File: config.mk
export PLATFORM = sky130hd
export DESIGN_NAME = pdsr_regs
export DESIGN_NICKNAME = d
export VERILOG_FILES = /design/src/common/pdsr_pkg.sv /design/src/common/pdsr_scratch_if.sv /design/src/rtl/pdsr_scratch_store.sv /design/src/rtl/pdsr_regs.sv
export SDC_FILE = /design/constraint.sdc
export NUM_CORES = 1
export LEC_CHECK = 0
export BUFFER_PORTS_ARGS = -buffer_cell sky130_fd_sc_hd__clkbuf_2
export CORE_MARGIN = 5
export CORE_UTILIZATION = 40
export DETAILED_ROUTE_END_ITERATION = 16
export PLACE_DENSITY_LB_ADDON = 0.08
export SYNTH_ARGS = -nofsm -noshare
export SYNTH_HDL_FRONTEND = slang
export SYNTH_HIERARCHICAL = 1
export SYNTH_SLANG_ARGS = --single-unit
File: constraint.sdc
create_clock -name clock -period 5.1 [get_ports clock]
set_input_delay 1.02 -clock clock [delete_from_list [all_inputs] [get_ports clock]]
set_output_delay 1.02 -clock clock [all_outputs]
set_load 0.005 [all_outputs]
File: src/common/pdsr_pkg.sv
// constants and types shared by the debug and scratch register slice
package pdsr_pkg;
    localparam int unsigned PDSR_ADDR_W = 6;
    localparam int unsigned PDSR_DATA_W = 8;
    localparam logic [5:0] PDSR_OFS_LINE_DEBUG = 6'h15;
    localparam logic [5:0] PDSR_OFS_SCRATCH = 6'h16;
    localparam logic [5:0] PDSR_OFS_SCRATCH_SET = 6'h17;
    localparam logic [5:0] PDSR_OFS_SCRATCH_CLR = 6'h18;
    localparam logic [7:0] PDSR_SCRATCH_RST = 8'h00;
    localparam logic [7:0] PDSR_RDATA_RST = 8'h00;
    localparam logic [7:0] PDSR_UNMAPPED_RD = 8'h00;
    localparam int unsigned PDSR_LVL_LSB = 0;
    localparam int unsigned PDSR_LVL_W = 2;
    localparam logic [1:0] PDSR_LVL_SE0_SQUELCH = 2'h0;
    localparam logic [1:0] PDSR_LVL_ONE = 2'h1;
    localparam logic [1:0] PDSR_LVL_TWO = 2'h2;
    localparam logic [1:0] PDSR_LVL_SE1_INVALID = 2'h3;

    // receiver operating mode, one-hot
    typedef enum logic [3:0] {
        PDSR_MODE_LS = 4'h1,
        PDSR_MODE_FS = 4'h2,
        PDSR_MODE_HS = 4'h4,
        PDSR_MODE_CHIRP = 4'h8
    } pdsr_mode_t;

    // scratch operation, one-hot plus idle
    typedef enum logic [2:0] {
        PDSR_OP_NONE = 3'h0,
        PDSR_OP_WRITE = 3'h1,
        PDSR_OP_SET = 3'h2,
        PDSR_OP_CLEAR = 3'h4
    } pdsr_op_t;
endpackage

File: src/common/pdsr_scratch_if.sv
// carrier between the register decoder and the scratch byte store
`timescale 1ns/1ps
interface pdsr_scratch_if;
    import pdsr_pkg::*;
    pdsr_op_t op;
    logic [7:0] wdata;
    logic [7:0] value;
    modport decoder (output op, output wdata, input value);
    modport store (input op, input wdata, output value);
endinterface

File: src/rtl/pdsr_scratch_store.sv
// eight-bit scratch byte with write, bit set and bit clear operations
`timescale 1ns/1ps
module pdsr_scratch_store (
    // clock and reset
    input wire logic clock,
    input wire logic sys_rst,
    // access from the decoder
    pdsr_scratch_if.store sif
);
    import pdsr_pkg::*;

    typedef struct packed {
        logic [7:0] byte_q;
    } pdsr_store_state_t;

    pdsr_store_state_t st_q;
    pdsr_store_state_t st_d;

    always_comb begin
        st_d = st_q;
        case (sif.op)
            PDSR_OP_WRITE: st_d.byte_q = sif.wdata;
            PDSR_OP_SET: st_d.byte_q = st_q.byte_q | sif.wdata;
            PDSR_OP_CLEAR: st_d.byte_q = st_q.byte_q & ~sif.wdata;
            default: st_d.byte_q = st_q.byte_q;
        endcase
    end

    always_ff @(posedge clock) begin
        if (sys_rst) begin
            st_q.byte_q <= PDSR_SCRATCH_RST;
        end else begin
            st_q <= st_d;
        end
    end

    assign sif.value = st_q.byte_q;
endmodule

File: src/rtl/pdsr_regs.sv
// debug line-state and scratch register slice behind the register access port
// What this block does
// - read-only debug register at 0x15, upper bits zero
// - low bits show live receiver outputs
// - bit0 positive line, bit1 negative line
// - code 0 is SE0 or squelch
// - code 1 is K/J/not-squelch/chirp high
// - code 2 is J/K/invalid/chirp low
// - code 3 is SE1 or invalid
// - scratch byte at 0x16, resets to zero
// - scratch byte affects nothing else
// - scratch read, write, set and clear
// - 0x17 aliases the scratch byte
// - set alias ORs written ones in
// - set alias reads back scratch byte
`timescale 1ns/1ps
module pdsr_regs (
    // clock and reset
    input wire logic clock,
    input wire logic sys_rst,
    // register access from the link
    input wire logic [pdsr_pkg::PDSR_ADDR_W-1:0] reg_addr,
    input wire logic reg_wr,
    input wire logic reg_rd,
    input wire logic [pdsr_pkg::PDSR_DATA_W-1:0] reg_wdata,
    output logic [pdsr_pkg::PDSR_DATA_W-1:0] reg_rdata,
    output logic reg_rvalid,
    // receiver front end
    input wire pdsr_pkg::pdsr_mode_t rx_mode,
    input wire logic positive_data_line,
    input wire logic negative_data_line,
    input wire logic squelch,
    input wire logic high_speed_diff_receiver_out,
    // registered line-state copy, one clock behind the receivers
    output logic [pdsr_pkg::PDSR_LVL_W-1:0] single_ended_rx_level
);
    import pdsr_pkg::*;

    typedef struct packed {
        logic [7:0] rdata_q;
        logic rvalid_q;
        logic [1:0] level_q;
    } pdsr_state_t;

    pdsr_state_t st_q;
    pdsr_state_t st_d;
    logic [1:0] level_now;
    logic [7:0] rd_word;
    pdsr_op_t op_now;

    pdsr_scratch_if sif ();

    pdsr_scratch_store u_store (
        .clock(clock),
        .sys_rst(sys_rst),
        .sif(sif)
    );

    // line state from the receivers as they are this cycle
    always_comb begin
        level_now = PDSR_LVL_SE0_SQUELCH;
        case (rx_mode)
            PDSR_MODE_HS: level_now = squelch ? PDSR_LVL_SE0_SQUELCH : PDSR_LVL_ONE;
            PDSR_MODE_CHIRP: level_now = squelch ? PDSR_LVL_SE0_SQUELCH :
                (high_speed_diff_receiver_out ? PDSR_LVL_ONE : PDSR_LVL_TWO);
            default: level_now = {negative_data_line, positive_data_line};
        endcase
    end

    // address decode for reads and writes
    always_comb begin
        rd_word = PDSR_UNMAPPED_RD;
        op_now = PDSR_OP_NONE;
        if (reg_addr == PDSR_OFS_LINE_DEBUG) begin
            rd_word[PDSR_LVL_LSB +: PDSR_LVL_W] = level_now;
        end else if (reg_addr == PDSR_OFS_SCRATCH || reg_addr == PDSR_OFS_SCRATCH_SET
                || reg_addr == PDSR_OFS_SCRATCH_CLR) begin
            rd_word = sif.value;
        end
        if (reg_wr) begin
            if (reg_addr == PDSR_OFS_SCRATCH) begin
                op_now = PDSR_OP_WRITE;
            end else if (reg_addr == PDSR_OFS_SCRATCH_SET) begin
                op_now = PDSR_OP_SET;
            end else if (reg_addr == PDSR_OFS_SCRATCH_CLR) begin
                op_now = PDSR_OP_CLEAR;
            end
        end
    end

    assign sif.op = op_now;
    assign sif.wdata = reg_wdata;

    always_comb begin
        st_d = st_q;
        st_d.rvalid_q = reg_rd;
        if (reg_rd) begin
            st_d.rdata_q = rd_word;
        end
        st_d.level_q = level_now;
    end

    always_ff @(posedge clock) begin
        if (sys_rst) begin
            st_q.rdata_q <= PDSR_RDATA_RST;
            st_q.rvalid_q <= 1'b0;
            st_q.level_q <= PDSR_LVL_SE0_SQUELCH;
        end else begin
            st_q <= st_d;
        end
    end

    assign reg_rdata = st_q.rdata_q;
    assign reg_rvalid = st_q.rvalid_q;
    assign single_ended_rx_level = st_q.level_q;
endmodule

==> results of run 1 <==
==> per-stage QoR <==
stage          cells  hold slack, ns
3_5_place_dp     181           0.458
5_1_grt          185           0.490
4_1_cts          185           0.475
6_report         185           0.470
2_1_floorplan    120           0.462
3_3_place_gp     181           0.456
==> logic make-up (layout without fill, tap and decap cells) <==
group	Yosys count	after routing
AO/OA/AOI/OAI	47	47
AND/OR/NAND/NOR	45	45
flip-flops	19	19
buffers and inverters	9	44
==> registers in the layout, indices dropped and copies added (netlist names) <==
name,cells
reg_rdata,8
reg_rvalid,1
single_ended_rx_level,2
u_store/sif.value,8
==> report_power, final <==
part           internal, mW  switching (mW)  leakage, nW
logic                0.0172          0.0187        0.290
registers             0.151         0.00100        0.154
clock network        0.0304          0.0448       0.0150
total                 0.198          0.0645        0.459
==> layout make-up <==
class / instances / share of cell area (%)
inverter: 4 / 1.24
tap: 30 / 3.10
multi-input combinational: 92 / 47.3
timing repair buffer: 36 / 14.9
clock buffer: 4 / 2.17
sequential: 19 / 31.4
==> path summary, 6_finish.rpt <==
path	from	endpoint	slack [ns]	depth (start not counted)
max reg2reg	u_store/sif.value[7]$_SDFFE_PP0P_	u_store/sif.value[7]$_SDFFE_PP0P_	4.02	2
min	reg_rdata[7]$_SDFFE_PP0P_	reg_rdata[7]$_SDFFE_PP0P_	0.47	2
min reg2reg	reg_rdata[7]$_SDFFE_PP0P_	reg_rdata[7]$_SDFFE_PP0P_	0.47	2
max	reg_addr[1]	u_store/sif.value[7]$_SDFFE_PP0P_	2.17	6
==> cell usage in the layout, fill, tap and decap left out <==
master and instances:
a2111oi_1 8, a21boi_4 1, a21oi_1 23, a311oi_1 1
a31oi_1 1, and2b_2 1, and3_1 2, clkbuf_1 1
clkbuf_2 36, clkbuf_4 3, dfxtp_1 19, inv_1 4
nand2_1 10, nand2_2 1, nand2b_1 7, nand3_1 6
nand3b_1 2, nor2_1 4, nor2b_1 1, nor3_1 4
nor3b_1 1, nor4b_1 1, o21ai_0 1, o22ai_1 8
o31a_1 3, o31ai_1 1, or2_1 2, or3_1 1
or4b_4 1, or4bb_1 1
==> critical path, stage by stage <==
cell and delay [ns]:
clkbuf_2 0.10, or4b_4 0.56, nor2_1 0.49, or2_1 0.37, o22ai_1 0.14, a2111oi_1 0.44
==> routing by layer <==
metal  part of all wire, %  global-route usage, %  wire length (um)
met5                     0                      0                 0
met4                   1.2                   8.23                31
met3                   6.8                   3.02               175
met2                    48                   26.7              1240
met1                    44                   16.2              1120
==> metrics.md, run 1 <==
| Metric | Value |
|---|---|
| Status | completed |
| Ant. Diodes | 0 |
| Post-synth ARST share | 0% |
| Gpl congestion | 0.774 |
| Hold_buf cts | 0 |
| Clock slew at reported path FFs | 0.11 ns |
| Postcts setup bufs | 0 |
| Required @ worst endpoint | 5.28 ns |
| Post-route setup TNS | 0 ns |
| Die Width | 60.1 um |
| Yosys top cell area share | 38.0% |
| CTS tree | built |
| CTS root buffer | clkbuf_4 |
| Setup ws final | 2.17 ns |
| CTS sink count | 19 |
| Most frequent cells after synthesis | a21oi_1 (23), dfxtp_1 (19), nand2_1 (10), a2111oi_1 (8), o22ai_1 (8) |
| Top-count cell post-synth | a21oi_1 |
| Setup Slack @ Placement | 1.92 ns |
| Dominant synthesized flop cell | dfxtp_1 |
| Multi-input gate area | 573 um2 |
| Die area | 0.00361 mm2 |
| Resize count post-CTS | 0 |
| P_leak | 0.459 nW |
| Total gr overflow | 0 |
| Post-DP HPWL | 1920 um |
| Fillers | 247 |
| Highest clock rate | 341 MHz |
| Slew @ Worst Pin | 0.952 ns |
| Syn avg cell area | 8.35 um2 |
| Port buffer count | 36 |
| Post-route minimum period | 2.93 ns |
| Syn Inst Count | 120 |
| Drt pass-1 iters | 5 |
| RSZ-0062 raised after global routing | false |
| Crit Path Category | input pin to flop |
| Initial antenna violation count | 0 |
| Worst-Skew Late Latency | 0.30 ns |
| Largest family of logic cells by synthesized area | compound AO/OA/AOI/OAI gates |
| Detailed-route via count | 1039 |
| Compound-Gate Fraction of Synth Area | 31.7% |
| FF+latch area | 380 um2 |
| Max Cap Viol | 0 |
| Slew margin rel. | 36.0% |
| Ratio of final minimum period to clock period | 57.5% |
| Synth area leader | dfxtp_1 |
| Largest net degree at the start of global routing | 20 |
| Post-synthesis register bit count | 19 |
| Slew Limit Fails | 0 |
| Routed Antenna Nets | 0 |
| Synthesis Warnings | 6 |
| Setup Skew | 0.0123 ns |
| Share of layout cells above drive strength 1 | 27.7% |
| Library cells used by synthesis | 30 |
| Effective utilization at floorplan | 41.2% |
| Clock Path Buffers | 2 |
| Post-Layout Inst Area | 0.00121 mm2 |
| Core Footprint | 0.00243 mm2 |
| Initial DRC Count | 31 |
| Io pins | 37 |
| WL final | 2570 um |
| Hold crit path type | flop to flop |
| Area delta synth->final | 21.0% |
| GR Util All Layers | 14.9% |
| CP Capture Type | flop |
| Worst EP arrival | 3.11 ns |
| EDFF count, synth | 0 |
| Total power | 0.263 mW |
| Post-Syn Area | 0.00100 mm2 |
| Post-DP Area | 0.00119 mm2 |
| Post-synthesis simple-gate area fraction | 25.5% |
| Htree depth | 1 |
| Worst-path fanout max | 10 |
| CTS Buf Count | 3 |
| VDD IR-drop max | 0.136 mV |
| DRC Markers | 0 |
| First-pass GRT wire length | 4050 um |
| Final nets | 182 |
| Die Ht | 60.1 um |
| Critical Path Source Type | input pin |
| Drt wl/cell | 13.9 um |
| Number of global-route vias before repair | 991 |
| Site Rows | 18 |
| Sequential share of the synthesized area | 38.0% |
| Area share of fa/ha/maj cells after synthesis | 0% |
| Synth Area in XOR/XNOR | 0% |
| Dominant cells by area after synthesis | dfxtp_1 (38%), a21oi_1 (11%), a2111oi_1 (8.0%), o22ai_1 (5.0%), nand2b_1 (4.4%) |
| Endpoints failing setup | 0 |
| Pwr dens | 217 mW/mm2 |
| Final Hold Viols | 0 |
| Final cell utilization of the core | 49.8% |
| Post-synthesis mux area share | 0% |
| Syn_nets | 146 |
| Via density per instance | 5.62 |
Note: power is estimated with default switching activity, not from simulation.
==> run 2: changes to the inputs <==
Clock period 5.1 ns to 2.8 ns, I/O delays scaled along.
==> metrics.md, run 2 (synthesis gave the netlist of run 1 again) <==
| Metric | Value |
|---|---|
| Ant. Diodes | 0 (unchanged) |
| Critical Path Source Type | input pin |
| Resize count post-CTS | 0 (unchanged) |
| CTS tree | built |
| Setup Skew | 0.00411 ns (-0.00817 ns) |
| Final cell utilization of the core | 50.5% (+0.67 points) |
| Clock Path Buffers | 2 (unchanged) |
| Post-DP HPWL | 1910 um (-0.49%) |
| Drt pass-1 iters | 4 (-1) |
| Area delta synth->final | 22.6% |
| GR Util All Layers | 15.2% (+0.27 points) |
| Endpoints failing setup | 0 (unchanged) |
| P_int | 0.359 mW (+81%) |
| Effective utilization at floorplan | 41.2% (unchanged) |
| Share of layout cells above drive strength 1 | 29.3% (+1.6 points) |
| Number of global-route vias before repair | 997 (+0.61%) |
| FF+latch area | 380 um2 (unchanged) |
| VDD IR-drop max | 0.204 mV (+50%) |
| Post-route minimum period | 2.00 ns |
| RSZ-0062 raised after global routing | false |
| Commonest non-fill, non-tap cell in the layout | clkbuf_2 |
| DRC Markers | 0 (unchanged) |
| Die Ht | 60.1 um (unchanged) |
| Initial antenna violation count | 0 (unchanged) |
| Setup Slack @ Placement | 0.515 ns (-1.40 ns) |
| WL final | 2510 um (-2.5%) |
| Htree depth | 1 (unchanged) |
| Largest net degree at the start of global routing | 20 (unchanged) |
| Final nets | 184 (+1.1%) |
| Routed Antenna Nets | 0 (unchanged) |
| Port buffer count | 36 (unchanged) |
| Clock group share of total power | 29.2% (+0.6 points) |
| Setup ws final | 0.804 ns (-1.36 ns) |
| Max Cap Viol | 0 (unchanged) |
| Worst-Skew Late Latency | 0.30 ns (about the same) |
| Io pins | 37 (unchanged) |
| Hold crit path type | flop to flop |
| Highest clock rate | 501 MHz |
| Sw frac | 25.5% (+0.93 points) |
| Total gr overflow | 0 (unchanged) |
| Required @ worst endpoint | 2.98 ns (-2.30 ns) |
| Switching power | 0.123 mW (+90%) |
| CTS root buffer | clkbuf_4 |
| Pwr dens | 392 mW/mm2 (+81%) |
| Commonest cells after routing, fill and taps aside | clkbuf_2 (36), a21oi_1 (23), dfxtp_1 (19) |
| Worst EP arrival | 2.18 ns (-0.93 ns) |
| Slew margin rel. | 72.2% (+36 points) |
| P_leak | 0.472 nW (+3.0%) |
| CTS sink count | 19 (unchanged) |
| Via density per instance | 5.61 (-0.12%) |
| Clock slew at reported path FFs | 0.11 ns (about the same) |
| Detailed-route via count | 1049 (+0.96%) |
| CTS Buf Count | 3 (unchanged) |
| Cell Chain, Critical Path | clkbuf_2 -> or4b_4 -> nor2_1 -> or2_1 -> o22ai_1 -> a2111oi_1 |
| Post-route setup TNS | 0 ns (unchanged) |
| Fillers | 252 (+2.0%) |
| Slew @ Worst Pin | 0.411 ns (-0.541 ns) |
| Slew Limit Fails | 0 (unchanged) |
| Final Hold Viols | 0 (unchanged) |
| Postcts setup bufs | 0 (unchanged) |
| Comb pwr share | 13.5% (-0.2 points) |
| Worst-path fanout max | 8 (-2) |
| CP max-delay cell | or4b_4 |
| Core Footprint | 0.00243 mm2 (unchanged) |
| CP Capture Type | flop |
| Drt wl/cell | 13.4 um (-3.5%) |
| Hold_buf cts | 0 (unchanged) |
| Ratio of final minimum period to clock period | 71.3% |
| First-pass GRT wire length | 4130 um (+2.0%) |
| Die area | 0.00361 mm2 (unchanged) |
| Slowest stage delay, CP | 0.56 ns (about the same) |
| Die Width | 60.1 um (unchanged) |
| Status | completed |
| Site Rows | 18 (unchanged) |
| Initial DRC Count | 27 (-13%) |
| Multi-input gate area | 573 um2 (unchanged) |
| Gpl congestion | 0.750 (-3.1%) |
| Crit Path Category | input pin to flop |
| Reg power frac | 57.3% (-0.4 points) |
==> run 2: cell count changes in the layout (fill, tap and decap cells not counted) <==
cell | before | now
clkbuf_1 | 1 | 0
clkinv_2 | 0 | 1
buf_4 | 0 | 2
==> run 2: path summary, 6_finish.rpt <==
path | from | cells past startpoint | to | slack (ns)
worst min register to register | reg_rdata[4]$_SDFFE_PP0P_ | 2 | reg_rdata[4]$_SDFFE_PP0P_ | 0.48
worst min-delay path | reg_rdata[4]$_SDFFE_PP0P_ | 2 | reg_rdata[4]$_SDFFE_PP0P_ | 0.48
worst max-delay path | reg_addr[1] | 6 | u_store/sif.value[7]$_SDFFE_PP0P_ | 0.80
worst max register to register | u_store/sif.value[7]$_SDFFE_PP0P_ | 2 | u_store/sif.value[7]$_SDFFE_PP0P_ | 1.76
==> run 2: area by class of cell <==
type	instances	area share [%]
inverter	4	1.22
timing repair buffer	38	15.9
multi-input combinational	92	46.6
clock buffer	3	1.83
sequential	19	31.0
clock inverter	1	0.407
tap	30	3.05
==> run 2: worst max-delay path, delay by kind of cell <==
kind,cells,cell delay [ns]
simple gates,3,0.98
compound gates,2,0.54
buf+inv,1,0.10
==> run 2: power by group through the flow <==
stage | sequential (mW) | combinational (mW) | clock, mW
after floorplan | 0.283 | 0.0313 | 0
after global placement | 0.282 | 0.0632 | 0
after detailed placement | 0.282 | 0.0650 | 0
after CTS | 0.276 | 0.0652 | 0.147
after global routing | 0.277 | 0.0726 | 0.156
final | 0.276 | 0.0648 | 0.141
==> run 2: metal layers <==
metal | track usage (%) | routed length (um) | part of all wire [%] | up-vias
met5 | 0 | 0 | 0 | -
met4 | 8.54 | 48 | 1.9 | 0
met3 | 2.81 | 171 | 6.8 | 4
met2 | 26.4 | 1190 | 48 | 33
met1 | 17.3 | 1100 | 44 | 478
li1 | - | - | - | 534
==> run 2: stage by stage <==
step                      hold WS (ns)  instances  area [um2]  power [mW]
after floorplan                  0.462        120        1000       0.314
after global placement           0.456        183        1200       0.345
after detailed placement         0.463        183        1200       0.347
after CTS                        0.482        187        1230       0.489
after global routing             0.506        187        1230       0.506
final                            0.478        187        1230       0.482
==> run 3: changes to the inputs <==
Clock period 2.8 ns to 1.7 ns, I/O delays scaled along.
==> metrics.md, run 3 (synthesis gave the netlist of run 1 again) <==
| Metric | Value |
|---|---|
| Initial DRC Count | 44 (+63%) |
| Slew margin rel. | 73.4% (+1.2 points) |
| Final nets | 197 (+7.1%) |
| Worst EP arrival | 1.80 ns (-0.38 ns) |
| Die Width | 60.1 um (unchanged) |
| CTS root buffer | clkbuf_4 |
| P_leak | 0.535 nW (+13%) |
| Area delta synth->final | 33.1% |
| CTS sink count | 19 (unchanged) |
| Drt wl/cell | 12.6 um (-6.0%) |
| Slew Limit Fails | 0 (unchanged) |
| Required @ worst endpoint | 1.88 ns (-1.10 ns) |
| Post-route minimum period | 1.62 ns |
| Core Footprint | 0.00243 mm2 (unchanged) |
| Worst-path fanout max | 9 (+1) |
| Commonest non-fill, non-tap cell in the layout | clkbuf_2 |
| Htree depth | 1 (unchanged) |
| Share of layout cells above drive strength 1 | 35.9% (+6.6 points) |
| RSZ-0062 raised after global routing | false |
| Detailed-route via count | 1102 (+5.1%) |
| Critical Path Source Type | input pin |
| Commonest cells after routing, fill and taps aside | clkbuf_2 (36), a21oi_1 (23), dfxtp_1 (19) |
| VDD IR-drop max | 0.372 mV (+83%) |
| Ant. Diodes | 0 (unchanged) |
| Number of global-route vias before repair | 980 (-1.7%) |
| WL final | 2520 um (+0.56%) |
| First-pass GRT wire length | 4060 um (-1.8%) |
| Fillers | 260 (+3.2%) |
| Die Ht | 60.1 um (unchanged) |
| Gpl congestion | 0.712 (-5.1%) |
| Postcts setup bufs | 0 (unchanged) |
| Clock Path Buffers | 2 (unchanged) |
| Setup Skew | 0.00361 ns (-0.000495 ns) |
| Post-DP Area | 0.00130 mm2 (+8.5%) |
| Hold_buf cts | 0 (unchanged) |
| Drt pass-1 iters | 4 (unchanged) |
| Port buffer count | 36 (unchanged) |
| Post-Layout Inst Area | 0.00133 mm2 (+8.6%) |
| Clock slew at reported path FFs | 0.11 ns (about the same) |
| Pwr dens | 604 mW/mm2 (+54%) |
| GR Util All Layers | 14.7% (-0.46 points) |
| R2r setup slk | 0.71 ns (-1.05 ns) |
| Site Rows | 18 (unchanged) |
| Largest net degree at the start of global routing | 20 (unchanged) |
| Routed Antenna Nets | 0 (unchanged) |
| Hold crit path type | input pin to flop |
| Endpoints failing setup | 0 (unchanged) |
| Via density per instance | 5.51 (-1.8%) |
| Status | completed |
| Post-route setup TNS | 0 ns (unchanged) |
| Resize count post-CTS | 0 (unchanged) |
| WHS | 0.373 ns (-0.105 ns) |
| Highest clock rate | 618 MHz |
| Initial antenna violation count | 0 (unchanged) |
| Io pins | 37 (unchanged) |
| Die area | 0.00361 mm2 (unchanged) |
| Effective utilization at floorplan | 41.2% (unchanged) |
| Final Hold Viols | 0 (unchanged) |
| Crit Path Category | input pin to flop |
| Slew @ Worst Pin | 0.393 ns (-0.0179 ns) |
| CP Capture Type | flop |
| DRC Markers | 0 (unchanged) |
| Worst-Skew Late Latency | 0.29 ns (about the same) |
| Max Cap Viol | 0 (unchanged) |
| CTS Buf Count | 3 (unchanged) |
| Total gr overflow | 0 (unchanged) |
| Post-DP HPWL | 1940 um (+1.7%) |
| CTS tree | built |
| Ratio of final minimum period to clock period | 95.2% |
-- run 3: cell types whose count changed in the layout (fill, tap and decap cells not counted) --
cell,previous run,this run
nor3_1,4,3
or2_1,2,1
or2_4,0,1
buf_4,2,15
nor3_2,0,1
-- run 3: power by group --
group / switching, mW / internal [mW] / total [mW]
clock: 0.140 / 0.0876 / 0.228
combinational: 0.0586 / 0.0652 / 0.124
sequential: 0.00296 / 0.452 / 0.455
-- run 3: cell type report --
| type | instances | area (um2) | area share (%) |
|---|---|---|---|
| Tap cell | 30 | 37.5 | 2.81 |
| Sequential cell | 19 | 380 | 28.5 |
| Multi-Input combinational cell | 92 | 581 | 43.5 |
| Inverter | 4 | 15.0 | 1.13 |
| Clock buffer | 3 | 22.5 | 1.69 |
| Timing Repair Buffer | 51 | 293 | 22.0 |
| Clock inverter | 1 | 5.00 | 0.375 |
-- run 3: path summary, 6_finish.rpt --
kind | start | end | cells past startpoint
setup reg to reg | u_store/sif.value[2]$_SDFFE_PP0P_ | u_store/sif.value[2]$_SDFFE_PP0P_ | 2
hold / removal | reg_wdata[6] | u_store/sif.value[6]$_SDFFE_PP0P_ | 3
setup / recovery | reg_addr[5] | u_store/sif.value[2]$_SDFFE_PP0P_ | 9
hold reg to reg | reg_rdata[4]$_SDFFE_PP0P_ | reg_rdata[4]$_SDFFE_PP0P_ | 2
-- run 3: worst max-delay path: stages --
cell	delay [ns]
clkbuf_2	0.08
and2b_2	0.22
nand2_1	0.11
buf_4	0.12
nor2_1	0.05
buf_4	0.16
inv_1	0.24
a21oi_1	0.13
a2111oi_1	0.36
-- run 3: metal layers --
metal	global-route usage [%]	part of all wire, %	vias to the layer above
met5	0	0	-
met4	6.65	0.99	0
met3	2.81	7.3	2
met2	25.8	48	40
met1	17.2	43	506
li1	-	-	554
-- run 3: per-stage QoR --
stage | setup slack, ns | std cells | util (%) | power (mW)
after floorplan | -0.106 | 120 | - | 0.518
after global placement | -0.210 | 196 | 53.6 | 0.585
after detailed placement | -0.264 | 196 | 53.6 | 0.589
after CTS | 0.0585 | 200 | 54.7 | 0.818
after global routing | 0.0348 | 200 | 54.8 | 0.842
final | 0.0815 | 200 | 54.8 | 0.806
